$ cat src/logic/mbus_arb_pkg.sv
// memory bus arbiter constants, address map, wait figures and decode helpers
// Summary of operation
// external zones wait from timing inputs, ready-stretched
// external waveforms always carry one wait minimum
// posted external write only with buffer space
// cpu/dma same-target clash costs one cycle
// otp wait programmable, never below one
// flash paged/random waits, min one, random>=paged
// flash password reads fixed sixteen waits
// boot rom always exactly one wait
// dma word costs four base cycles
// program read bus: 22-bit address, 32-bit data
// data buses: 32-bit address and data
// fetch, read, write run together
// fixed priority: dwrite, pwrite, dread, pread, fetch
// never data and program write together
// never program read and fetch together
// bridge drives 16-bit address, 16/32 data
// second frame takes 16-bit accesses only
// first frame: 16/32-bit, cpu only
// third frame: 16/32-bit, dma allowed
// protected frames keep write-then-read order
// counter loads at start, acks after expiry
package mbus_arb_pkg;

    localparam int NRQ    = 6;
    localparam int NTG    = 6;
    localparam int CNT_W  = 6;
    localparam int PAGE_LSB = 3;
    localparam int PAGE_W = 22 - PAGE_LSB;

    // requester index doubles as priority, lowest index wins
    localparam int RQ_DW  = 0;
    localparam int RQ_PW  = 1;
    localparam int RQ_DR  = 2;
    localparam int RQ_PR  = 3;
    localparam int RQ_FE  = 4;
    localparam int RQ_DMA = 5;

    localparam int TG_SARAM  = 0;
    localparam int TG_PERIPH = 1;
    localparam int TG_FLASH  = 2;
    localparam int TG_OTP    = 3;
    localparam int TG_BOOT   = 4;
    localparam int TG_EXT    = 5;

    localparam logic [31:0] PERIPH_LO = 32'h0000_0800;
    localparam logic [31:0] PERIPH_HI = 32'h0000_7FFF;
    localparam logic [31:0] EXT_LO    = 32'h0001_0000;
    localparam logic [31:0] ZONE6_LO  = 32'h0010_0000;
    localparam logic [31:0] ZONE7_LO  = 32'h0020_0000;
    localparam logic [31:0] FLASH_LO  = 32'h0030_0000;
    localparam logic [31:0] FLASH_HI  = 32'h0033_FFFF;
    localparam logic [31:0] PASSWD_LO = 32'h0033_FFF8;
    localparam logic [31:0] OTP_LO    = 32'h0038_0400;
    localparam logic [31:0] OTP_HI    = 32'h0038_07FF;
    localparam logic [31:0] BOOT_LO   = 32'h003F_E000;
    localparam logic [31:0] BOOT_HI   = 32'h003F_FFFF;
    localparam logic [15:0] PF1_LO    = 16'h6000;
    localparam logic [15:0] PF2_LO    = 16'h7000;
    localparam logic [15:0] PF3_LO    = 16'h5000;
    localparam logic [15:0] PF3_HI    = 16'h5FFF;

    localparam logic [1:0] FR_0 = 2'h0;
    localparam logic [1:0] FR_1 = 2'h1;
    localparam logic [1:0] FR_2 = 2'h2;
    localparam logic [1:0] FR_3 = 2'h3;

    localparam int DMA_BASE_CYCLES = 4;
    localparam logic [CNT_W-1:0] W_ZERO      = 6'h00;
    localparam logic [CNT_W-1:0] W_ONE       = 6'h01;
    localparam logic [CNT_W-1:0] W_PASSWD    = 6'h10;
    localparam logic [CNT_W-1:0] W_PF_RD     = 6'h02;
    localparam logic [CNT_W-1:0] W_PF_DMA_RD = 6'h01;
    localparam logic [CNT_W-1:0] W_DMA_EXTRA = CNT_W'(DMA_BASE_CYCLES - 1);

    function automatic logic [2:0] target_of(input logic [31:0] a);
        if (a < PERIPH_LO) return 3'(TG_SARAM);
        if (a <= PERIPH_HI) return 3'(TG_PERIPH);
        if (a < EXT_LO) return 3'(TG_SARAM);
        if (a < FLASH_LO) return 3'(TG_EXT);
        if (a <= FLASH_HI) return 3'(TG_FLASH);
        if (a >= OTP_LO && a <= OTP_HI) return 3'(TG_OTP);
        if (a >= BOOT_LO && a <= BOOT_HI) return 3'(TG_BOOT);
        return 3'(TG_SARAM);
    endfunction

    function automatic logic [1:0] frame_of(input logic [15:0] a);
        if (a >= PF2_LO) return FR_2;
        if (a >= PF1_LO) return FR_1;
        if (a >= PF3_LO && a <= PF3_HI) return FR_3;
        return FR_0;
    endfunction

    function automatic logic [CNT_W-1:0] at_least_one(input logic [CNT_W-1:0] w);
        return (w == W_ZERO) ? W_ONE : w;
    endfunction

endpackage

$ cat src/logic/wait_ctl_if.sv
// handshake between the arbiter and one region wait counter
`timescale 1ns/1ps
`default_nettype none
interface wait_ctl_if;
    logic                           start;
    logic [mbus_arb_pkg::CNT_W-1:0] count;
    logic                           stretch_en;
    logic                           ready;
    logic                           busy;
    logic                           done;
    modport arbiter (output start, output count, output stretch_en, output ready,
                     input busy, input done);
    modport counter (input start, input count, input stretch_en, input ready,
                     output busy, output done);
endinterface
`default_nettype wire

$ cat src/logic/wait_counter.sv
// per-region wait-state counter with optional ready stretch
`timescale 1ns/1ps
`default_nettype none
module wait_counter (
    input  wire logic   clk,
    input  wire logic   rst,
    wait_ctl_if.counter wc
);
    typedef enum logic [1:0] {WC_IDLE = 2'b01, WC_COUNT = 2'b10} wc_state_t;
    typedef struct packed {
        wc_state_t                      st;
        logic [mbus_arb_pkg::CNT_W-1:0] cnt;
        logic                           stretch;
    } wc_reg_t;

    wc_reg_t cur_ff;
    wc_reg_t nxt;
    logic    expired;

    assign expired = (cur_ff.st == WC_COUNT) && (cur_ff.cnt == mbus_arb_pkg::W_ZERO);
    // stretch latched at start so a late enable change cannot cut a cycle short
    assign wc.done = expired && (!cur_ff.stretch || wc.ready);
    assign wc.busy = (cur_ff.st == WC_COUNT);

    always_comb begin
        nxt = cur_ff;
        case (cur_ff.st)
            WC_IDLE: begin
                if (wc.start) begin
                    nxt.st      = WC_COUNT;
                    nxt.cnt     = wc.count;
                    nxt.stretch = wc.stretch_en;
                end
            end
            WC_COUNT: begin
                if (wc.done) begin
                    nxt.st = WC_IDLE;
                    if (wc.start) begin
                        nxt.st      = WC_COUNT;
                        nxt.cnt     = wc.count;
                        nxt.stretch = wc.stretch_en;
                    end
                end else if (!expired) begin
                    nxt.cnt = cur_ff.cnt - mbus_arb_pkg::W_ONE;
                end
            end
            default: begin
                nxt.st = WC_IDLE;
            end
        endcase
    end

    always_ff @(posedge clk or posedge rst) begin
        if (rst) begin
            cur_ff <= '{st: WC_IDLE, cnt: '0, stretch: 1'b0};
        end else begin
            cur_ff <= nxt;
        end
    end
endmodule
`default_nettype wire

$ cat src/logic/memory_bus_arbiter.sv
// memory bus arbiter: per-target priority grant, wait states, peripheral bridge
`timescale 1ns/1ps
`default_nettype none
module memory_bus_arbiter (
    input  wire logic        clk,
    input  wire logic        rst,
    // cpu requests: [0] dwrite [1] pwrite [2] dread [3] pread [4] fetch
    input  wire logic [4:0]  cpu_req,
    input  wire logic [21:0] prog_addr,
    input  wire logic [31:0] rd_addr,
    input  wire logic [31:0] wr_addr,
    input  wire logic [31:0] wr_data,
    input  wire logic        cpu_size32,
    output logic [4:0]       cpu_ack,
    output logic [4:0]       cpu_err,
    output logic [31:0]      prog_rdata,
    output logic [31:0]      data_rdata,
    input  wire logic        dma_req,
    input  wire logic        dma_we,
    input  wire logic [31:0] dma_addr,
    input  wire logic [31:0] dma_wdata,
    input  wire logic        dma_size32,
    output logic             dma_ack,
    output logic             dma_err,
    output logic [31:0]      dma_rdata,
    // one lane per target, index as in the package
    output logic [5:0]       tgt_strobe,
    output logic [5:0]       tgt_we,
    output logic [5:0][31:0] tgt_addr,
    output logic [5:0][31:0] tgt_wdata,
    input  wire logic [5:0][31:0] tgt_rdata,
    output logic [15:0]      periph_addr,
    output logic [31:0]      periph_wdata,
    output logic             periph_size32,
    // wait configuration, held static by the owner of the settings
    input  wire logic [2:0][4:0] external_zone_timing_regs,
    input  wire logic [2:0]  zone_ready_en,
    input  wire logic        external_ready_input,
    input  wire logic        wbuf_en,
    input  wire logic        wbuf_space,
    input  wire logic [3:0]  flash_page_wait,
    input  wire logic [3:0]  flash_rand_wait,
    input  wire logic [3:0]  otp_wait
);
    localparam int NRQ = mbus_arb_pkg::NRQ;
    localparam int NTG = mbus_arb_pkg::NTG;
    localparam int CW  = mbus_arb_pkg::CNT_W;

    typedef struct packed {
        logic                                  xrdy_meta;
        logic                                  xrdy_sync;
        logic [NRQ-1:0]                        served;
        logic [NRQ-1:0]                        ack;
        logic [NRQ-1:0]                        err;
        logic [NTG-1:0][2:0]                   owner;
        logic [NTG-1:0]                        posted;
        logic [NTG-1:0]                        strobe;
        logic [NTG-1:0]                        we;
        logic [NTG-1:0][31:0]                  addr;
        logic [NTG-1:0][31:0]                  wdata;
        logic [31:0]                           prog_rdata;
        logic [31:0]                           data_rdata;
        logic [31:0]                           dma_rdata;
        logic [15:0]                           periph_addr;
        logic [31:0]                           periph_wdata;
        logic                                  periph_size32;
        logic                                  periph_turn;
        logic                                  page_valid;
        logic [mbus_arb_pkg::PAGE_W-1:0]       flash_page;
    } arb_state_t;

    arb_state_t st_ff;
    arb_state_t nxt;

    logic [NRQ-1:0]        req_all;
    logic [NRQ-1:0]        pend;
    logic [NRQ-1:0][31:0]  rq_addr;
    logic [NRQ-1:0][2:0]   rq_tgt;
    logic [NRQ-1:0]        rq_we;
    logic [NRQ-1:0]        rq_size32;
    logic [NRQ-1:0][31:0]  rq_wdata;
    logic [NTG-1:0]        wc_start;
    logic [NTG-1:0][CW-1:0] wc_count;
    logic [NTG-1:0]        wc_stretch;
    logic [NTG-1:0]        wc_busy;
    logic [NTG-1:0]        wc_done;

    // requester view: fetch and program read share the program read bus
    always_comb begin
        req_all = {dma_req, cpu_req};
        for (int r = 0; r < NRQ; r++) begin
            rq_we[r]     = 1'b0;
            rq_size32[r] = cpu_size32;
            rq_wdata[r]  = wr_data;
            rq_addr[r]   = rd_addr;
        end
        rq_addr[mbus_arb_pkg::RQ_DW] = wr_addr;
        rq_addr[mbus_arb_pkg::RQ_PW] = wr_addr;
        rq_addr[mbus_arb_pkg::RQ_PR] = {10'h000, prog_addr};
        rq_addr[mbus_arb_pkg::RQ_FE] = {10'h000, prog_addr};
        rq_addr[mbus_arb_pkg::RQ_DMA] = dma_addr;
        rq_we[mbus_arb_pkg::RQ_DW] = 1'b1;
        rq_we[mbus_arb_pkg::RQ_PW] = 1'b1;
        rq_we[mbus_arb_pkg::RQ_DMA] = dma_we;
        rq_size32[mbus_arb_pkg::RQ_DMA] = dma_size32;
        rq_wdata[mbus_arb_pkg::RQ_DMA] = dma_wdata;
        for (int r = 0; r < NRQ; r++) begin
            rq_tgt[r] = mbus_arb_pkg::target_of(rq_addr[r]);
            // a request is new until served; ack/err block the held request
            pend[r] = req_all[r] && !st_ff.served[r] && !st_ff.ack[r] && !st_ff.err[r];
        end
        pend[mbus_arb_pkg::RQ_PW] = pend[mbus_arb_pkg::RQ_PW]
                                  && !req_all[mbus_arb_pkg::RQ_DW];
        pend[mbus_arb_pkg::RQ_FE] = pend[mbus_arb_pkg::RQ_FE]
                                  && !req_all[mbus_arb_pkg::RQ_PR];
    end

    always_comb begin
        logic [NRQ-1:0]  cand;
        logic [CW-1:0]   w;
        logic [CW-1:0]   page_eff;
        logic [CW-1:0]   rand_eff;
        logic [1:0]      zone;
        logic [1:0]      frame;
        logic            turn;
        logic            found;
        logic            clash;
        logic            is_dma;
        logic            legal;
        int              r;
        int              o;
        cand     = '0;
        w        = mbus_arb_pkg::W_ZERO;
        zone     = 2'h0;
        frame    = mbus_arb_pkg::FR_0;
        turn     = 1'b0;
        found    = 1'b0;
        clash    = 1'b0;
        is_dma   = 1'b0;
        legal    = 1'b1;
        r        = 0;
        o        = 0;
        nxt      = st_ff;
        nxt.xrdy_meta   = external_ready_input;
        nxt.xrdy_sync   = st_ff.xrdy_meta;
        nxt.ack         = '0;
        nxt.err         = '0;
        nxt.strobe      = '0;
        nxt.periph_turn = 1'b0;
        wc_start   = '0;
        wc_count   = '0;
        wc_stretch = '0;
        page_eff = mbus_arb_pkg::at_least_one(CW'(flash_page_wait));
        rand_eff = mbus_arb_pkg::at_least_one(CW'(flash_rand_wait));
        if (rand_eff < page_eff) begin
            rand_eff = page_eff;
        end
        // each target arbitrates on its own, so different targets overlap
        for (int t = 0; t < NTG; t++) begin
            turn = 1'b0;
            if (wc_done[t]) begin
                o = int'(st_ff.owner[t]);
                if (!st_ff.posted[t]) begin
                    nxt.ack[o]    = 1'b1;
                    nxt.served[o] = 1'b0;
                    if (o == mbus_arb_pkg::RQ_DMA) begin
                        nxt.dma_rdata = tgt_rdata[t];
                    end else if (o == mbus_arb_pkg::RQ_DR) begin
                        nxt.data_rdata = tgt_rdata[t];
                    end else if (o == mbus_arb_pkg::RQ_PR || o == mbus_arb_pkg::RQ_FE) begin
                        nxt.prog_rdata = tgt_rdata[t];
                    end
                end
                if (t == mbus_arb_pkg::TG_PERIPH && st_ff.we[t]) begin
                    nxt.periph_turn = 1'b1;
                    turn = 1'b1;
                end
            end
            if (t == mbus_arb_pkg::TG_PERIPH && st_ff.periph_turn) begin
                turn = 1'b1;
            end
            for (int q = 0; q < NRQ; q++) begin
                cand[q] = pend[q] && (rq_tgt[q] == 3'(t));
                // protected frames: a read is held in the write's done cycle and the cycle after it
                if (t == mbus_arb_pkg::TG_PERIPH && turn && !rq_we[q]
                    && mbus_arb_pkg::frame_of(rq_addr[q][15:0]) != mbus_arb_pkg::FR_0) begin
                    cand[q] = 1'b0;
                end
            end
            found = 1'b0;
            r = 0;
            for (int q = NRQ - 1; q >= 0; q--) begin
                if (cand[q]) begin
                    found = 1'b1;
                    r = q;
                end
            end
            clash = cand[mbus_arb_pkg::RQ_DMA] && (|cand[mbus_arb_pkg::RQ_FE:0]);
            is_dma = (r == mbus_arb_pkg::RQ_DMA);
            if (found && (!wc_busy[t] || wc_done[t])) begin
                legal = 1'b1;
                w = mbus_arb_pkg::W_ZERO;
                wc_stretch[t] = 1'b0;
                nxt.posted[t] = 1'b0;
                case (t)
                    mbus_arb_pkg::TG_PERIPH: begin
                        frame = mbus_arb_pkg::frame_of(rq_addr[r][15:0]);
                        if (frame == mbus_arb_pkg::FR_2 && rq_size32[r]) begin
                            legal = 1'b0;
                        end
                        if ((frame == mbus_arb_pkg::FR_1 || frame == mbus_arb_pkg::FR_2)
                            && is_dma) begin
                            legal = 1'b0;
                        end
                        // frame 3 passes both widths and the dma engine
                        if (!rq_we[r]) begin
                            w = is_dma ? mbus_arb_pkg::W_PF_DMA_RD : mbus_arb_pkg::W_PF_RD;
                        end
                    end
                    mbus_arb_pkg::TG_FLASH: begin
                        if (rq_addr[r] >= mbus_arb_pkg::PASSWD_LO) begin
                            w = mbus_arb_pkg::W_PASSWD;
                        end else if (st_ff.page_valid && st_ff.flash_page
                                     == rq_addr[r][21:mbus_arb_pkg::PAGE_LSB]) begin
                            w = page_eff;
                        end else begin
                            w = rand_eff;
                        end
                        nxt.page_valid = 1'b1;
                        nxt.flash_page = rq_addr[r][21:mbus_arb_pkg::PAGE_LSB];
                    end
                    mbus_arb_pkg::TG_OTP: begin
                        w = mbus_arb_pkg::at_least_one(CW'(otp_wait));
                    end
                    mbus_arb_pkg::TG_BOOT: begin
                        w = mbus_arb_pkg::W_ONE;
                    end
                    mbus_arb_pkg::TG_EXT: begin
                        if (rq_addr[r] < mbus_arb_pkg::ZONE6_LO) begin
                            zone = 2'h0;
                        end else if (rq_addr[r] < mbus_arb_pkg::ZONE7_LO) begin
                            zone = 2'h1;
                        end else begin
                            zone = 2'h2;
                        end
                        w = mbus_arb_pkg::at_least_one(
                            CW'(external_zone_timing_regs[zone]));
                        wc_stretch[t] = zone_ready_en[zone];
                        nxt.posted[t] = rq_we[r] && wbuf_en && wbuf_space;
                    end
                    default: begin
                        w = mbus_arb_pkg::W_ZERO;
                    end
                endcase
                if (is_dma) begin
                    w = w + mbus_arb_pkg::W_DMA_EXTRA;
                end
                if (clash) begin
                    w = w + mbus_arb_pkg::W_ONE;
                end
                if (!legal) begin
                    nxt.err[r] = 1'b1;
                    nxt.posted[t] = st_ff.posted[t];
                end else begin
                    wc_start[t]  = 1'b1;
                    wc_count[t]  = w;
                    nxt.strobe[t] = 1'b1;
                    nxt.owner[t] = 3'(r);
                    nxt.we[t]    = rq_we[r];
                    nxt.addr[t]  = rq_addr[r];
                    nxt.wdata[t] = rq_wdata[r];
                    if (nxt.posted[t]) begin
                        nxt.ack[r] = 1'b1;
                    end else begin
                        nxt.served[r] = 1'b1;
                    end
                    if (t == mbus_arb_pkg::TG_PERIPH) begin
                        nxt.periph_addr   = rq_addr[r][15:0];
                        nxt.periph_wdata  = rq_wdata[r];
                        nxt.periph_size32 = rq_size32[r];
                    end
                end
            end
        end
    end

    genvar g;
    generate
        for (g = 0; g < NTG; g++) begin : g_lane
            wait_ctl_if wc ();
            assign wc.start      = wc_start[g];
            assign wc.count      = wc_count[g];
            assign wc.stretch_en = wc_stretch[g];
            // only the external lane can be stretched; its enable gates it
            assign wc.ready      = st_ff.xrdy_sync;
            assign wc_busy[g]    = wc.busy;
            assign wc_done[g]    = wc.done;
            wait_counter u_cnt (
                .clk (clk),
                .rst (rst),
                .wc  (wc.counter)
            );
        end
    endgenerate

    always_ff @(posedge clk or posedge rst) begin
        if (rst) begin
            st_ff <= '0;
        end else begin
            st_ff <= nxt;
        end
    end

    assign cpu_ack       = st_ff.ack[mbus_arb_pkg::RQ_FE:0];
    assign cpu_err       = st_ff.err[mbus_arb_pkg::RQ_FE:0];
    assign dma_ack       = st_ff.ack[mbus_arb_pkg::RQ_DMA];
    assign dma_err       = st_ff.err[mbus_arb_pkg::RQ_DMA];
    assign prog_rdata    = st_ff.prog_rdata;
    assign data_rdata    = st_ff.data_rdata;
    assign dma_rdata     = st_ff.dma_rdata;
    assign tgt_strobe    = st_ff.strobe;
    assign tgt_we        = st_ff.we;
    assign tgt_addr      = st_ff.addr;
    assign tgt_wdata     = st_ff.wdata;
    assign periph_addr   = st_ff.periph_addr;
    assign periph_wdata  = st_ff.periph_wdata;
    assign periph_size32 = st_ff.periph_size32;
endmodule
`default_nettype wire

$ cat config.mk
export PLATFORM = sky130hd
export DESIGN_NAME = memory_bus_arbiter
export DESIGN_NICKNAME = d
export VERILOG_FILES = /design/src/logic/mbus_arb_pkg.sv /design/src/logic/wait_ctl_if.sv /design/src/logic/wait_counter.sv /design/src/logic/memory_bus_arbiter.sv
export SDC_FILE = /design/constraint.sdc
export NUM_CORES = 2
export LEC_CHECK = 0
export ABC_AREA = 0
export BUFFER_PORTS_ARGS = -buffer_cell sky130_fd_sc_hd__buf_2
export CORE_AREA = 3 3 374 376
export DETAILED_ROUTE_END_ITERATION = 10
export DIE_AREA = 0 0 377 379
export HOLD_SLACK_MARGIN = 0.05
export SLEW_MARGIN = 10
export SYNTH_ARGS = -nofsm -noshare
export SYNTH_HDL_FRONTEND = slang
export SYNTH_SLANG_ARGS = --single-unit
$ cat constraint.sdc
create_clock -name clk -period 27.6 [get_ports clk]
set_clock_uncertainty 0.2 [all_clocks]
set_input_delay 2.76 -clock clk [delete_from_list [all_inputs] [get_ports clk]]
set_output_delay 2.76 -clock clk [all_outputs]
set_load 0.005 [all_outputs]
==> metrics.csv <==
metric,value,unit
endpoints failing setup,0,
PwrDens,82.5,mW/mm²
Die Y,379,µm
vias per inst,5.61,
Bufs on Longest Clock Path,3,
Post-CTS Resized,0,
Mapped Cells,4942,
syn nets,5395,
Initial Util,0.289,
CTS tree,done,
antenna-violating nets left,0,
top-area cell type share of the netlist area,0.364,
CP max-delay cell,nor4_1,
"Seq/Total Area, Yosys",0.368,
RSZ-0062 raised after global routing,false,
Max Cap Violations,0,
Post-synth top cells,"nand2_1, dfrtp_1, buf_4",
Worst Path Arrival,9.68,ns
via count,39670,
# hold bufs at CTS,0,
"Max FO, Critical Path",69,
H-tree levels,3,
DRC errors left,0,
Synth warnings,0,
drt first pass iters,7,
"Cell Area, Synth",0.0397,mm²
Post-synth EDFFs,0,
final-report hold violation count,0,
routed length per instance,27.8,µm
worst-skew pair later-pin latency,0.69,ns
Layout area overhead,13.4,%
Final Critical Period,9.35,ns
clock sink total,583,
Max-slew headroom,0.119,
Die ar.,0.143,mm²
io pins,971,
nets,5642,
Min-Delay Path Class,reg -> reg,
cell chain of the critical path,buf_2 > nor4_1 > nand3_1 > nor2_1 > nand2_1 > nor2_1 > a21o_1 > o21ai_0 > inv_1 > nand2_2 > o221ai_1 > xor2_1 > nand3b_1 > ha_1 > inv_1 > a2bb2oi_1 > nand2_2 > clkinv_2 > buf_4 > o21bai_1 > o21ai_0 > o21ai_0,
IO Port Bufs,970,
share of flip-flops with an asynchronous set or reset,1.00,
layout cells sized above 1,0.242,
All-Layer GR Usage,0.262,
most common cell in the netlist,nand2_1,
Detailed Route Iter0 Violations,4012,
#FFs+latches synth,583,
Tcrit/Tclk final,0.339,
"top cells by area, synth","dfrtp_1, buf_4, mux2i_1",
max-slew violations,0,
Setup crit end kind,flip-flop,
outcome,"complete, no violations",
hpwl dp,144000,µm
Congestion Overflow GR,0,
Setup Buffers After CTS,0,
synth unique cells,94,
Worst VDD drop,47.2,µV
actual slew at the worst max-slew pin,1.32,ns
clock root cell,clkbuf_16,
"most used cell, CP",o21ai_0,
first-pass GRT wire length,275000,µm
Total Wirelength,196000,µm
largest net degree at the start of global routing,101,
Hold WS,0.146,ns
crit path kind,in -> reg,
clk slew on worst S/H paths,0.06,ns
critical path required time,27.94,ns
Synth area leader,dfrtp_1,
setup TNS,0,ns
Core Area,0.137,mm²
Fmax,0.107,GHz
Post-synth top flop,dfrtp_1,
Setup crit start kind,input pin,
vias in the first global route,37623,
Final Wtd Congestion,1.00,
CP max stage delay,1.00,ns
initial antenna violation count,52,
Rows,136,
TritonCTS Buffers,76,
leak pwr,0.0218,µW
Die Width,377,µm
"Avg Cell Area, Syn",8.03,µm²
[routing by layer]
metal | wire, µm | GRT usage
met5 | 204 | 0
met4 | 11800 | 0.138
met3 | 23400 | 0.0987
met2 | 86400 | 0.407
met1 | 74700 | 0.315
[kinds of logic after synthesis]
family,share of synthesized area
AOI/OAI and AO/OA,0.210
xor gates and xnor gates,0.00482
adders and majority gates,0.0115
buffers and inverters,0.143
DFF,0.368
muxes,0.0757
and+or+nand+nor,0.187
[worst max-delay path: cells and delay by family]
kind                     cells  cell delay, ns
adder cells (fa/ha/maj)      1            0.29
buffers and inverters        5            1.03
AND/OR/NAND/NOR              8            3.21
AO/OA/AOI/OAI                7            2.20
XOR/XNOR                     1            0.18
[cells in the final DEF (no fill, tap or decap), drive strengths merged, types with 34 or more instances in the layout]
master and count:
clkbuf 109, o22ai 54, nand2 724, ha 35, dfrtp 577, mux2i 292, nor3 91, a31oi 72
nand3 56, buf 1045, o211ai 45, nor2 457, inv 85, a21oi 343, a22o 40, a221oi 44
nor4 34, a211oi 142, nand2b 41, and2 74, o21ai 503
[power breakdown]
group | leakage [µW] | internal [µW] | switching (µW)
clock network | 0.00129 | 642 | 440
logic | 0.0130 | 538 | 778
registers | 0.00746 | 1120 | 190
total | 0.0218 | 2300 | 1410
[flip-flops by register name, summed over array words and instances (netlist names), 5 cells and up]
register             flops
cpu_ack                  5
cpu_err                  5
data_rdata              32
dma_rdata               32
g_lane.u_cnt.cur_ff     49
periph_wdata            32
prog_rdata              32
st_ff                   27
tgt_addr               192
tgt_strobe               6
tgt_wdata              160
tgt_we                   6
[layout make-up]
class,count,area (µm²)
clock inverters,33,573
fillers,14514,92100
clock buffers,109,2140
multi-input cells,3399,19600
inverters,84,325
flip-flops and latches,583,14600
repair buffers,1045,5420
well taps,1794,2240
diodes,28,70.1
[per-stage QoR]
step                total power (µW)  instance area, µm²  setup WS (ns)  utilization  instances
detailed placement              2620               42200          17.74        0.308       6905
finish                          3710               45000          18.25        0.328       7075
floorplan                       2300               39700           8.34            -       4942
CTS                             3720               44900          18.45        0.328       7047
global placement                2600               42200          17.61        0.308       6905
global route                    3930               45000          17.75        0.328       7059
[worst paths after layout]
check | from | slack (ns) | cells after the start | to
min in group asynchronous | rst | 2.01 | 2 | tgt_addr[142]
setup / recovery | wr_addr[30] | 18.25 | 22 | g_lane[1].u_cnt.cur_ff[4]
setup reg to reg | st_ff[603] | 20.57 | 18 | g_lane[2].u_cnt.cur_ff[2]
hold / removal | nxt[604] | 0.15 | 0 | g_lane[0].wc.ready
max in group asynchronous | rst | 21.99 | 5 | dma_rdata[31]
hold reg to reg | nxt[604] | 0.15 | 0 | g_lane[0].wc.ready
Note: power is estimated with default switching activity, not from simulation.
